<file path="src/vpr_pkg.sv">
/*
  Shared constants of the voltage PWM amplitude regulator.
  Assumes a single core clock; register map on a 32-bit AHB-Lite slave.
*/
package vpr_pkg;
  // Register byte offsets
  localparam logic [7:0] OFS_CTRL = 8'h00;
  localparam logic [7:0] OFS_SPEED = 8'h04;
  localparam logic [7:0] OFS_STATUS = 8'h08;
  // Control register field positions
  localparam int CTRL_FB_SEL = 0;
  localparam int CTRL_QUIET_EN = 1;
  localparam int CTRL_RATE_LSB = 2;
  localparam int CTRL_GAIN_LSB = 4;
  localparam int CTRL_RESTART_LSB = 8;
  localparam int CTRL_BLANK_LSB = 16;
  // Status register field positions
  localparam int STAT_AMP_LSB = 0;
  localparam int STAT_QUIET_ACT = 8;
  localparam int STAT_STANDSTILL = 9;
  localparam int STAT_MEAS_FAIL = 10;
  localparam int STAT_ARMED = 11;
  // Reset values
  localparam logic RST_FB_SEL = 1'b1;
  localparam logic RST_QUIET_EN = 1'b0;
  localparam logic [1:0] RST_RATE = 2'h0;
  localparam logic [3:0] RST_GAIN = 4'h4;
  localparam logic [7:0] RST_RESTART = 8'hFF;
  localparam logic [1:0] RST_BLANK = 2'h1;
  localparam logic [19:0] RST_SPEED = 20'h00000;
  localparam logic [7:0] RST_AMP = 8'h00;
  // Last PWM count (period minus one clock cycle) for divider codes 00..11
  localparam logic [9:0] PERIOD_0 = 10'd1023;
  localparam logic [9:0] PERIOD_1 = 10'd682;
  localparam logic [9:0] PERIOD_2 = 10'd511;
  localparam logic [9:0] PERIOD_3 = 10'd409;
  // Comparator blanking in clock cycles for codes 00..11
  localparam logic [9:0] BLANK_0 = 10'd16;
  localparam logic [9:0] BLANK_1 = 10'd24;
  localparam logic [9:0] BLANK_2 = 10'd36;
  localparam logic [9:0] BLANK_3 = 10'd54;
  // Step interval saturation marks standstill
  localparam logic [19:0] TSTEP_MAX = 20'hFFFFF;
  // Step-rate window of 256 clocks
  localparam logic [7:0] WIN_LAST = 8'hFF;
  localparam logic [7:0] AMP_MAX = 8'hFF;
endpackage

</file>
<file path="src/vpr_pwm_if.sv">
/*
  Link between regulator and PWM period generator.
  Assumes both ends on the core clock.
*/
interface vpr_pwm_if;
  logic [1:0] rate_sel;
  logic [7:0] amplitude;
  logic period_end;
  logic on_phase;
  logic [9:0] on_cnt;
  modport gen (input rate_sel, input amplitude, output period_end, output on_phase,
    output on_cnt);
  modport reg_side (output rate_sel, output amplitude, input period_end, input on_phase,
    input on_cnt);
endinterface

</file>
<file path="src/vpr_pwm_gen.sv">
/*
  PWM period generator: divides the core clock by the selected period and
  drives a duty proportional to the amplitude. Assumes inputs on core_clk.
*/
module vpr_pwm_gen (
  input wire logic core_clk,
  input wire logic sys_rst,
  vpr_pwm_if.gen pif,
  output logic pwm_on
);
  typedef struct packed {
    logic [9:0] cnt;
    logic drive;
    logic [9:0] on_cnt;
    logic pend;
  } vpr_gen_s;

  vpr_gen_s st_ff;
  vpr_gen_s nxt_st;
  logic [9:0] last;
  logic [17:0] duty_lim;

  always_comb
  begin
    unique case (pif.rate_sel)
      2'h0: last = vpr_pkg::PERIOD_0;
      2'h1: last = vpr_pkg::PERIOD_1;
      2'h2: last = vpr_pkg::PERIOD_2;
      2'h3: last = vpr_pkg::PERIOD_3;
    endcase
    duty_lim = 18'(pif.amplitude) * 18'({8'h00, last} + 18'd1);
    nxt_st = st_ff;
    nxt_st.pend = (st_ff.cnt >= last);
    nxt_st.cnt = nxt_st.pend ? 10'h000 : st_ff.cnt + 10'd1;
    nxt_st.drive = ({nxt_st.cnt, 8'h00} < duty_lim);
    // Restart the count after the wrap so period end still sees the total
    if (st_ff.pend)
      nxt_st.on_cnt = {9'h000, st_ff.drive};
    else if (st_ff.drive)
      nxt_st.on_cnt = st_ff.on_cnt + 10'd1;
  end

  always_ff @(posedge core_clk or posedge sys_rst)
  begin
    if (sys_rst)
      st_ff <= '0;
    else
      st_ff <= nxt_st;
  end

  assign pwm_on = st_ff.drive;
  assign pif.period_end = st_ff.pend;
  assign pif.on_phase = st_ff.drive;
  assign pif.on_cnt = st_ff.on_cnt;
endmodule // vpr_pwm_gen

</file>
<file path="src/vpr_top.sv">
/*
  Voltage-mode PWM amplitude regulator with AHB-Lite register slave.
  Assumes step_pulse from same-clock logic and an asynchronous current
  comparator input from the coil sense path.
*/
// The placing of the registers and register access over AHB-Lite were chosen for this implementation.
// Overview of operation
// - Feedback select bit 1 gives current regulation, 0 feed-forward scaling.
// - Divider select codes give PWM at clock over 1024, 683, 512, 410.
// - Automatic mode samples current in on phase; steps amplitude by gain.
// - Feed-forward mode measures nothing; amplitude from settings and velocity only.
// - Quiet mode active only while velocity is at or below the upper speed threshold, or at any velocity when that threshold is zero.
// - Returning to quiet mode at falling velocity loads the restart amplitude.
// - Automatic regulation starts only while the motor stands still.
// - Collapsed amplitude stops regulation until the motor reaches standstill.
// - Measurement fails when on time is shorter than comparator blanking.
// - Feed-forward amplitude is restart plus gain times steps per 256 clocks.
module vpr_top (
  input wire logic core_clk,
  input wire logic sys_rst,
  input wire logic hsel,
  input wire logic [31:0] haddr,
  input wire logic [1:0] htrans,
  input wire logic hwrite,
  input wire logic [2:0] hsize,
  input wire logic [31:0] hwdata,
  input wire logic hready,
  output logic hreadyout,
  output logic [31:0] hrdata,
  output logic hresp,
  input wire logic step_pulse,
  input wire logic coil_cur_above,
  output logic pwm_on,
  output logic quiet_active
);
  typedef struct packed {
    logic [1:0] sense_sync;
    logic fb_sel;
    logic quiet_en;
    logic [1:0] rate_sel;
    logic [3:0] gain;
    logic [7:0] restart;
    logic [1:0] blank_sel;
    logic [19:0] upper_speed;
    logic wr_pend;
    logic [7:0] wr_addr;
    logic [31:0] rdata;
    logic [19:0] tstep_cnt;
    logic [19:0] tstep;
    logic [7:0] win_cnt;
    logic [8:0] win_steps;
    logic [8:0] step_rate;
    logic quiet_act;
    logic armed;
    logic tripped;
    logic meas_fail;
    logic [7:0] amp;
  } vpr_state_s;

  vpr_state_s st_ff;
  vpr_state_s nxt_st;
  vpr_pwm_if pif ();
  logic addr_ph;
  logic standstill;
  logic speed_ok;
  logic [9:0] blank;
  logic [12:0] ff_sum;
  logic [8:0] reg_sum;
  logic [31:0] ctrl_val;
  logic [31:0] stat_val;

  vpr_pwm_gen u_gen (
    .core_clk(core_clk),
    .sys_rst(sys_rst),
    .pif(pif),
    .pwm_on(pwm_on)
  );

  assign pif.rate_sel = st_ff.rate_sel;
  assign pif.amplitude = st_ff.quiet_act ? st_ff.amp : 8'h00;

  always_comb
  begin
    unique case (st_ff.blank_sel)
      2'h0: blank = vpr_pkg::BLANK_0;
      2'h1: blank = vpr_pkg::BLANK_1;
      2'h2: blank = vpr_pkg::BLANK_2;
      2'h3: blank = vpr_pkg::BLANK_3;
    endcase
    addr_ph = hsel && htrans[1] && hready;
    standstill = (st_ff.tstep_cnt == vpr_pkg::TSTEP_MAX);
    speed_ok = (st_ff.upper_speed == 20'h00000) || (st_ff.tstep >= st_ff.upper_speed);
    ctrl_val = '0;
    ctrl_val[vpr_pkg::CTRL_FB_SEL] = st_ff.fb_sel;
    ctrl_val[vpr_pkg::CTRL_QUIET_EN] = st_ff.quiet_en;
    ctrl_val[vpr_pkg::CTRL_RATE_LSB +: 2] = st_ff.rate_sel;
    ctrl_val[vpr_pkg::CTRL_GAIN_LSB +: 4] = st_ff.gain;
    ctrl_val[vpr_pkg::CTRL_RESTART_LSB +: 8] = st_ff.restart;
    ctrl_val[vpr_pkg::CTRL_BLANK_LSB +: 2] = st_ff.blank_sel;
    stat_val = '0;
    stat_val[vpr_pkg::STAT_AMP_LSB +: 8] = st_ff.amp;
    stat_val[vpr_pkg::STAT_QUIET_ACT] = st_ff.quiet_act;
    stat_val[vpr_pkg::STAT_STANDSTILL] = standstill;
    stat_val[vpr_pkg::STAT_MEAS_FAIL] = st_ff.meas_fail;
    stat_val[vpr_pkg::STAT_ARMED] = st_ff.armed;
    ff_sum = 13'(st_ff.restart) + 13'(st_ff.gain) * 13'(st_ff.step_rate);
    reg_sum = 9'(st_ff.amp) + 9'(st_ff.gain);

    nxt_st = st_ff;
    // Comparator synchroniser
    nxt_st.sense_sync = {st_ff.sense_sync[0], coil_cur_above};

    // Bus slave
    nxt_st.wr_pend = addr_ph && hwrite;
    if (addr_ph)
      nxt_st.wr_addr = haddr[7:0];
    if (addr_ph && !hwrite)
    begin
      unique case (haddr[7:0])
        vpr_pkg::OFS_CTRL: nxt_st.rdata = ctrl_val;
        vpr_pkg::OFS_SPEED: nxt_st.rdata = {12'h000, st_ff.upper_speed};
        vpr_pkg::OFS_STATUS: nxt_st.rdata = stat_val;
        default: nxt_st.rdata = 32'h00000000;
      endcase
    end
    if (st_ff.wr_pend && st_ff.wr_addr == vpr_pkg::OFS_CTRL)
    begin
      nxt_st.fb_sel = hwdata[vpr_pkg::CTRL_FB_SEL];
      nxt_st.quiet_en = hwdata[vpr_pkg::CTRL_QUIET_EN];
      nxt_st.rate_sel = hwdata[vpr_pkg::CTRL_RATE_LSB +: 2];
      nxt_st.gain = hwdata[vpr_pkg::CTRL_GAIN_LSB +: 4];
      nxt_st.restart = hwdata[vpr_pkg::CTRL_RESTART_LSB +: 8];
      nxt_st.blank_sel = hwdata[vpr_pkg::CTRL_BLANK_LSB +: 2];
    end
    if (st_ff.wr_pend && st_ff.wr_addr == vpr_pkg::OFS_SPEED)
      nxt_st.upper_speed = hwdata[19:0];

    // Step interval and step rate
    if (step_pulse)
    begin
      nxt_st.tstep = st_ff.tstep_cnt;
      nxt_st.tstep_cnt = 20'h00000;
    end
    else if (!standstill)
      nxt_st.tstep_cnt = st_ff.tstep_cnt + 20'd1;
    else
      nxt_st.tstep = vpr_pkg::TSTEP_MAX;
    nxt_st.win_cnt = st_ff.win_cnt + 8'd1;
    if (st_ff.win_cnt == vpr_pkg::WIN_LAST)
    begin
      nxt_st.step_rate = st_ff.win_steps + 9'(step_pulse);
      nxt_st.win_steps = 9'h000;
    end
    else
      nxt_st.win_steps = st_ff.win_steps + 9'(step_pulse);

    // Quiet mode gating by velocity
    nxt_st.quiet_act = st_ff.quiet_en && speed_ok;

    // Current trip seen after blanking in the on phase
    if (pif.period_end)
      nxt_st.tripped = 1'b0;
    else if (pif.on_phase && pif.on_cnt >= blank && st_ff.sense_sync[1])
      nxt_st.tripped = 1'b1;

    // Arming: only at standstill, dropped on collapse or leaving auto mode
    if (!st_ff.fb_sel || !st_ff.quiet_en)
      nxt_st.armed = 1'b0;
    else if (standstill)
      nxt_st.armed = 1'b1;
    else if (st_ff.amp == 8'h00)
      nxt_st.armed = 1'b0;

    // Amplitude update
    if (st_ff.quiet_en && speed_ok && !st_ff.quiet_act)
      nxt_st.amp = st_ff.restart;
    else if (!st_ff.fb_sel)
      nxt_st.amp = (ff_sum > 13'(vpr_pkg::AMP_MAX)) ? vpr_pkg::AMP_MAX : ff_sum[7:0];
    else if (st_ff.quiet_act && pif.period_end)
    begin
      nxt_st.meas_fail = (pif.on_cnt < blank);
      if (st_ff.armed && pif.on_cnt >= blank)
      begin
        if (st_ff.tripped)
          nxt_st.amp = (st_ff.amp < 8'(st_ff.gain)) ? 8'h00 : st_ff.amp - 8'(st_ff.gain);
        else
          nxt_st.amp = reg_sum[8] ? vpr_pkg::AMP_MAX : reg_sum[7:0];
      end
    end
  end

  always_ff @(posedge core_clk or posedge sys_rst)
  begin
    if (sys_rst)
    begin
      st_ff <= '0;
      st_ff.fb_sel <= vpr_pkg::RST_FB_SEL;
      st_ff.quiet_en <= vpr_pkg::RST_QUIET_EN;
      st_ff.rate_sel <= vpr_pkg::RST_RATE;
      st_ff.gain <= vpr_pkg::RST_GAIN;
      st_ff.restart <= vpr_pkg::RST_RESTART;
      st_ff.blank_sel <= vpr_pkg::RST_BLANK;
      st_ff.upper_speed <= vpr_pkg::RST_SPEED;
      st_ff.amp <= vpr_pkg::RST_AMP;
      // No step since reset counts as standstill
      st_ff.tstep_cnt <= vpr_pkg::TSTEP_MAX;
      st_ff.tstep <= vpr_pkg::TSTEP_MAX;
    end
    else
      st_ff <= nxt_st;
  end

  assign hreadyout = 1'b1;
  assign hresp = 1'b0;
  assign hrdata = st_ff.rdata;
  assign quiet_active = st_ff.quiet_act;
endmodule // vpr_top

</file>
<file path="config.mk">
export PLATFORM = sky130hd
export DESIGN_NAME = vpr_top
export DESIGN_NICKNAME = d
export VERILOG_FILES = /design/src/vpr_pkg.sv /design/src/vpr_pwm_if.sv /design/src/vpr_pwm_gen.sv /design/src/vpr_top.sv
export SDC_FILE = /design/constraint.sdc
export NUM_CORES = 1
export LEC_CHECK = 0
export BUFFER_PORTS_ARGS = -buffer_cell sky130_fd_sc_hd__buf_2
export CAP_MARGIN = 20
export CORE_MARGIN = 2
export CORE_UTILIZATION = 54
export DETAILED_ROUTE_END_ITERATION = 7
export GPL_TIMING_DRIVEN = 0
export PLACE_DENSITY = 0.81
export SETUP_SLACK_MARGIN = 0.5
export SLEW_MARGIN = 20
export SYNTH_ARGS = -nofsm -noshare
export SYNTH_HDL_FRONTEND = slang
export SYNTH_HIERARCHICAL = 1
export SYNTH_SLANG_ARGS = --single-unit
export TNS_END_PERCENT = 30
</file>
<file path="constraint.sdc">
create_clock -name core_clk -period 13 [get_ports core_clk]
set_clock_uncertainty 0.2 [all_clocks]
set_input_delay 3.25 -clock core_clk [delete_from_list [all_inputs] [get_ports core_clk]]
set_output_delay 3.25 -clock core_clk [all_outputs]
set_load 0.01 [all_outputs]
</file>
==> results of run 1 <==
per-layer routing:
metal	vias to the layer above	share of wire [%]	GRT usage [%]	wire, um
li1	5000	-	-	-
met1	5156	43	31.3	13400
met2	243	50	43.1	15300
met3	58	4.3	2.78	1310
met4	0	2.6	7.64	792
met5	-	0	0	0
state kept, by name, summed over array words and instances, names as in the netlist:
| register | cells |
|---|---|
| pif.rate_sel | 2 |
| u_gen/pif.period_end | 1 |
| nxt_st | 1 |
| u_gen/pif.on_phase | 1 |
| u_gen/st_ff | 10 |
| hrdata | 20 |
| u_gen/pif.on_cnt | 10 |
| st_ff | 107 |
| quiet_active | 1 |
| ctrl_val | 16 |
report_power, final:
part           leakage (nW)  switching, W  total (W)  internal (W)
clock                 0.295      0.000248   0.000509      0.000261
sequential             2.01     0.0000438   0.000615      0.000571
combinational          4.95      0.000339   0.000589      0.000249
path summary, 6_finish.rpt:
check	cells past startpoint	start	slack, ps	endpoint
min reg2reg	0	nxt_st[158]	160	st_ff[158]
max reg2reg	28	pif.rate_sel[1]	5510	u_gen/pif.on_phase
min in group asynchronous	2	sys_rst	2620	hrdata[16]
min	0	nxt_st[158]	160	st_ff[158]
max in group asynchronous	3	sys_rst	9180	st_ff[60]
max	28	pif.rate_sel[1]	5510	u_gen/pif.on_phase
critical path, delay by kind of cell (launching register included):
family	cells	cell delay, ps
buf+inv	7	930
fa+ha+maj	9	3520
xor+xnor	1	200
compound gates	6	1140
flops	1	480
simple gates	5	880
cell type report:
cell class | count | area, sq um | area share (%)
clock inverter | 15 | 170 | 1.14
clock buffer | 17 | 425 | 2.85
multi-input combinational | 1041 | 8120 | 54.4
inverter | 177 | 672 | 4.50
sequential | 169 | 4290 | 28.8
tap | 324 | 405 | 2.72
buffer | 91 | 532 | 3.56
timing repair buffer | 58 | 313 | 2.10
kinds of logic (layout without fill, tap and decap cells):
| kind of cell | Yosys count | after routing | share of synthesized area [%] |
|---|---|---|---|
| other | 2 | 14 | 0.0554 |
| buffers and inverters | 268 | 358 | 8.82 |
| DFF | 169 | 169 | 31.7 |
| muxes | 52 | 52 | 4.27 |
| adders and majority gates | 200 | 200 | 22.6 |
| AOI/OAI and AO/OA | 239 | 239 | 11.6 |
| xor gates and xnor gates | 66 | 66 | 4.26 |
| and+or+nand+nor | 470 | 470 | 16.8 |
cells in the final DEF (no fill, tap or decap), types with 4 or more instances in the layout:
master	synthesis	routed
inv_1	177	176
nand2_1	141	141
ha_1	126	126
nor2_1	121	121
dfrtp_1	118	118
o21ai_0	76	76
fa_1	74	74
and2_1	69	69
buf_2	2	59
dfstp_2	51	51
buf_4	48	48
mux2_2	43	43
a21oi_1	43	43
clkbuf_1	39	39
xor2_1	34	34
nand3_1	33	33
xnor2_1	32	32
nor3_1	19	19
a22oi_1	17	17
nor2b_1	17	17
a21o_1	17	17
clkbuf_16	0	17
nand2b_1	15	15
nand4_1	15	15
conb_1	2	14
a31oi_1	13	13
nor4_1	10	10
mux2i_1	8	8
o211ai_1	8	8
and3_1	7	7
o21a_1	7	7
inv_8	0	7
o21ai_1	5	5
a211o_1	5	5
o2111ai_1	4	4
a211oi_1	4	4
metrics by stage:
step | total power (W) | std cells | utilization [%] | area [sq um] | hold slack (ps)
floorplan | 0.00107 | 1478 | - | 13600 | 131
global placement | 0.00118 | 1859 | 58.4 | 14300 | 138
detailed placement | 0.00120 | 1860 | 58.6 | 14300 | 136
CTS | 0.00171 | 1892 | 61.0 | 14900 | 162
global route | 0.00182 | 1892 | 61.0 | 14900 | 174
finish | 0.00171 | 1892 | 61.0 | 14900 | 164
==> metrics.md, run 1 <==
| Metric | Value |
|---|---|
| Status | finished clean |
| Pwr dens | 115 mW/mm^2 |
| Max Clock Freq | roughly 130 MHz |
| Setup TNS | 0 ps |
| Slew HR | roughly 26% |
| Synth warn | 6 |
| CTS root buf | clkbuf_16 |
| Fillers | between 1500 and 2000 |
| Crit-path most repeated cell | inv_1 |
| Lkg Pwr | roughly 7.3 nW |
| Post-synth top area share | between 20 and 25% |
| # setup viols final | 0 |
| Remaining DRCs | 0 |
| Overflow after GRT | 0 |
| Diode count | 0 |
| Die area | between 0.02 and 0.03 sq mm |
| Data arrival time of the worst path | about 7600 ps |
| CTS tree | yes |
| Post-route ant nets | 0 |
| Die X | 162 um |
| Clock latency at the later pin of the worst-skew pair | between 400 and 500 ps |
| CP max-delay cell | fa_1 |
| Asr flop ratio synth | 100% |
| Clk sink count | approximately 170 |
| Crit Path Max Fanout | 10 |
| Maximum vdd drop | 0.0777 mV |
| DR vias | about 10000 |
| Clock period minus worst slack | around 7500 ps |
| DIE HEIGHT | ~160 um |
| Ranking of synthesized cells by area | dfrtp_1 22%, ha_1 12%, fa_1 11%, dfstp_2 9.9%, inv_1 4.9% |
| Final WL | between 30000 and 40000 um |
| Final Hold Fails | 0 |
| TritonRoute pass-1 iters | 6 |
| DR WL/cell | 16.3 um |
| Nets | about 1800 |
| Routed vias/inst | approximately 5.5 |
| I/O Buffers | 57 |
| Yosys cell types | 74 |
| Startpoint types | register |
| Max Slew Vio Count | 0 |
| Initial antenna violation count | 0 |
| H-tree depth | 4 |
| I/O pin cnt | between 100 and 150 |
| Initial DRC Count | 735 |
| HPWL Detailed | 23600 um |
| Slew @ Worst Pin | ~1100 ps |
| Synth area leader | dfrtp_1 |
| Critical path class | register to register |
| Post-synth top cells | 177 x inv_1, 141 x nand2_1, 126 x ha_1 |
| CTS clk-pin slew, worst paths | roughly 70 ps |
| Dpl ws | 5560 ps |
| Post-synth EDFFs | 0 |
| Fin crit share | around 58% |
| Worst hold path class | register to register |
| Mapped Area | approximately 0.014 sq mm |
| Core area | 0.0245 sq mm |
| Most frequent cell after synthesis | inv_1 |
| Rows | 57 |
| #FFs+latches synth | between 150 and 200 |
| Area grow syn2layout | 10.1% |
| Max_cap viols | 0 |
| # hold bufs at CTS | 0 |
| RSZ-0062 raised after global routing | false |
| Sequential-to-total area share from yosys stat | between 30% and 40% |
| Worst Path Required | around 13000 ps |
| GRT Util Overall | 24.3% |
| Avg Cell Area, Syn | about 9.3 sq um |
| Routability Congestion | a little under 0.9 |
| CP peak stage delay | around 540 ps |
| Vias in the first global route | between 10000 and 15000 |
| First-pass GRT wire length | 51800 um |
| Cells after Synth | between 1000 and 1500 |
| CTS resizes | 0 |
| Initial cell density of the core | between 50% and 60% |
| Layout cells sized above 1 | ~16% |
| Clk buf depth | 2 |
| Worst setup margin | 5510 ps |
| TritonCTS Buffers | 17 |
| Largest net degree at the start of global routing | approximately 110 |
| Ys flop type | dfrtp_1 |
| Crit. End Element | register |
| Postcts setup bufs | 0 |
(Power assumes the default switching activity.)
==> inputs of run 2 (changes only) <==
==> constraint.sdc (replaced) <==
create_clock -name core_clk -period 7.3 [get_ports core_clk]
set_clock_uncertainty 0.2 [all_clocks]
set_input_delay 1.825 -clock core_clk [delete_from_list [all_inputs] [get_ports core_clk]]
set_output_delay 1.825 -clock core_clk [all_outputs]
set_load 0.01 [all_outputs]
==> metrics.md, run 2 (synthesis results as in run 1) <==
| Metric | Value |
|---|---|
| HPWL Detailed | 23600 um (unchanged) |
| Pwr dens | 203 mW/mm^2 (was 115 mW/mm^2) |
| Post-route ant nets | 0 (unchanged) |
| Crit Path Max Fanout | 10 (unchanged) |
| Max Slew Vio Count | 0 (unchanged) |
| Top reg by flops | st_ff (unchanged) |
| Critical path class | register to register (unchanged) |
| Worst Path Required | 7390 ps (was 13090 ps) |
| RSZ-0062 raised after global routing | false (unchanged) |
| Max_cap viols | 0 (unchanged) |
| Nets | 1839 (was 1831) |
| Remaining DRCs | 0 (unchanged) |
| Rows | 57 (unchanged) |
| Routability Congestion | 0.877 (unchanged) |
| Fin crit share | 90.8% (was 57.6%) |
| Clk buf depth | 2 (unchanged) |
| Lkg Pwr | 7.31 nW (was 7.25 nW) |
| Initial cell density of the core | 55.4% (unchanged) |
| Largest register FFs | 107 (unchanged) |
| Area grow syn2layout | 11.3% (was 10.1%) |
| Max Clock Freq | 151 MHz (was 134 MHz) |
| Clock period minus worst slack | 6630 ps (was 7490 ps) |
| Routed vias/inst | 5.56 (was 5.53) |
| CTS tree | yes (unchanged) |
| Layout cells sized above 1 | 17.8% (was 16.3%) |
| Overflow after GRT | 0 (unchanged) |
| Largest net degree at the start of global routing | 107 (unchanged) |
| Hold path cells | 0 (unchanged) |
| DR WL/cell | 16.5 um (was 16.3 um) |
| Most frequent cells in the layout | 174 x inv_1, 141 x nand2_1, 120 x nor2_1, 120 x ha_1, 116 x dfrtp_1 (was 176 x inv_1, 141 x nand2_1, 126 x ha_1) |
| Startpoint types | register (unchanged) |
| Initial DRC Count | 806 (was 735) |
| # hold bufs at CTS | 0 (unchanged) |
| DR vias | 10600 (was 10500) |
| Clk sink count | 169 (unchanged) |
| GRT Util Overall | 24.7% (was 24.3%) |
| CP max-delay cell | fa_1 (unchanged) |
| Maximum vdd drop | 0.139 mV (was 0.0777 mV) |
| First-pass GRT wire length | 52400 um (was 51800 um) |
| Data arrival time of the worst path | 6710 ps (was 7570 ps) |
| I/O pin cnt | 112 (unchanged) |
| Status | finished clean (unchanged) |
| Crit. End Element | register (unchanged) |
| Worst hold path class | register to register (unchanged) |
| TritonCTS Buffers | 17 (unchanged) |
| Core area | 0.0245 sq mm (unchanged) |
| Die X | 162 um (unchanged) |
| Fillers | 1916 (was 1964) |
| I/O Buffers | 57 (unchanged) |
| CTS clk-pin slew, worst paths | 70 ps (about the same) |
| Setup TNS | 0 ps (unchanged) |
| CP peak stage delay | 550 ps (was 540 ps) |
| H-tree depth | 4 (unchanged) |
| Vias in the first global route | 10900 (was 10800) |
| Final Hold Fails | 0 (unchanged) |
| # setup viols final | 0 (unchanged) |
| Path depth of the worst reg2reg path | 27 (was 28) |
| Diode count | 0 (unchanged) |
| Most common cell after layout, fill and taps aside | inv_1 (unchanged) |
| Slew @ Worst Pin | 1120 ps (was 1110 ps) |
| Die area | 0.0264 sq mm (unchanged) |
| Final WL | 31400 um (was 30800 um) |
| Slew HR | 25.3% (was 25.9%) |
| Initial antenna violation count | 0 (unchanged) |
| TritonRoute pass-1 iters | 6 (unchanged) |
| Clock latency at the later pin of the worst-skew pair | 430 ps (about the same) |
| CTS root buf | clkbuf_16 (unchanged) |
| Post-layout util | 61.7% (was 61.0%) |
| DIE HEIGHT | 162 um (unchanged) |
[run 2: changes by cell type in the layout (fill, tap and decap cells not counted), sizes merged]
cell,change
buf,+8
[run 2: final timing paths]
check | start | end | slack [ps]
max in group asynchronous | sys_rst | st_ff[60] | 4910
min in group asynchronous | sys_rst | hrdata[16] | 1190
hold / removal | nxt_st[158] | st_ff[158] | 170
setup / recovery | pif.rate_sel[0] | u_gen/pif.on_phase | 670
setup reg to reg | pif.rate_sel[0] | u_gen/pif.on_phase | 670
hold reg to reg | nxt_st[158] | st_ff[158] | 170
[run 2: power by group]
part	internal [W]	total [W]	switching [W]
Clock	0.000465	0.000905	0.000440
Sequential	0.00102	0.00109	0.0000766
Combinational	0.000451	0.00106	0.000608
Total	0.00193	0.00306	0.00112
[run 2: area by class of cell]
class	count	area, sq um	share of cell area, %
Buffer	91	542	3.59
Clock buffer	17	425	2.82
Clock inverter	15	170	1.13
Inverter	177	672	4.45
Multi-Input combinational cell	1041	8210	54.4
Sequential cell	169	4300	28.5
Tap cell	324	405	2.69
Timing Repair Buffer	66	373	2.47
[run 2: critical path: cells and delay by family (launching register included)]
kind                       cells  cell delay, ps
AOI/OAI and AO/OA              5             910
xor gates and xnor gates       2             290
adders and majority gates      9            3190
buffers and inverters          5             440
DFF                            1             450
and+or+nand+nor                6            1030
[run 2: stage by stage]
step	cells	area [sq um]	hold slack (ps)	power, W	setup slack, ps
3_3_place_gp	1859	14300	138	0.00210	-106
2_1_floorplan	1478	13600	131	0.00190	904
6_report	1900	15100	166	0.00306	674
5_1_grt	1900	15100	174	0.00325	436
4_1_cts	1895	15000	162	0.00305	515
3_5_place_dp	1860	14300	136	0.00214	-143
[run 2: what timing repair did]
item                       in CTS  in global routing
gates resized for setup        14                  7
buffers inserted                3                  5
pin swaps                       2                  7
setup endpoints to repair       1                  1
[run 2: per-layer routing]
layer	track usage, %	up-vias	wire length [um]
met5	0	-	0
met4	8.25	0	975
met3	2.93	76	1540
met2	43.6	317	15600
met1	31.5	5157	13300
li1	-	5023	-
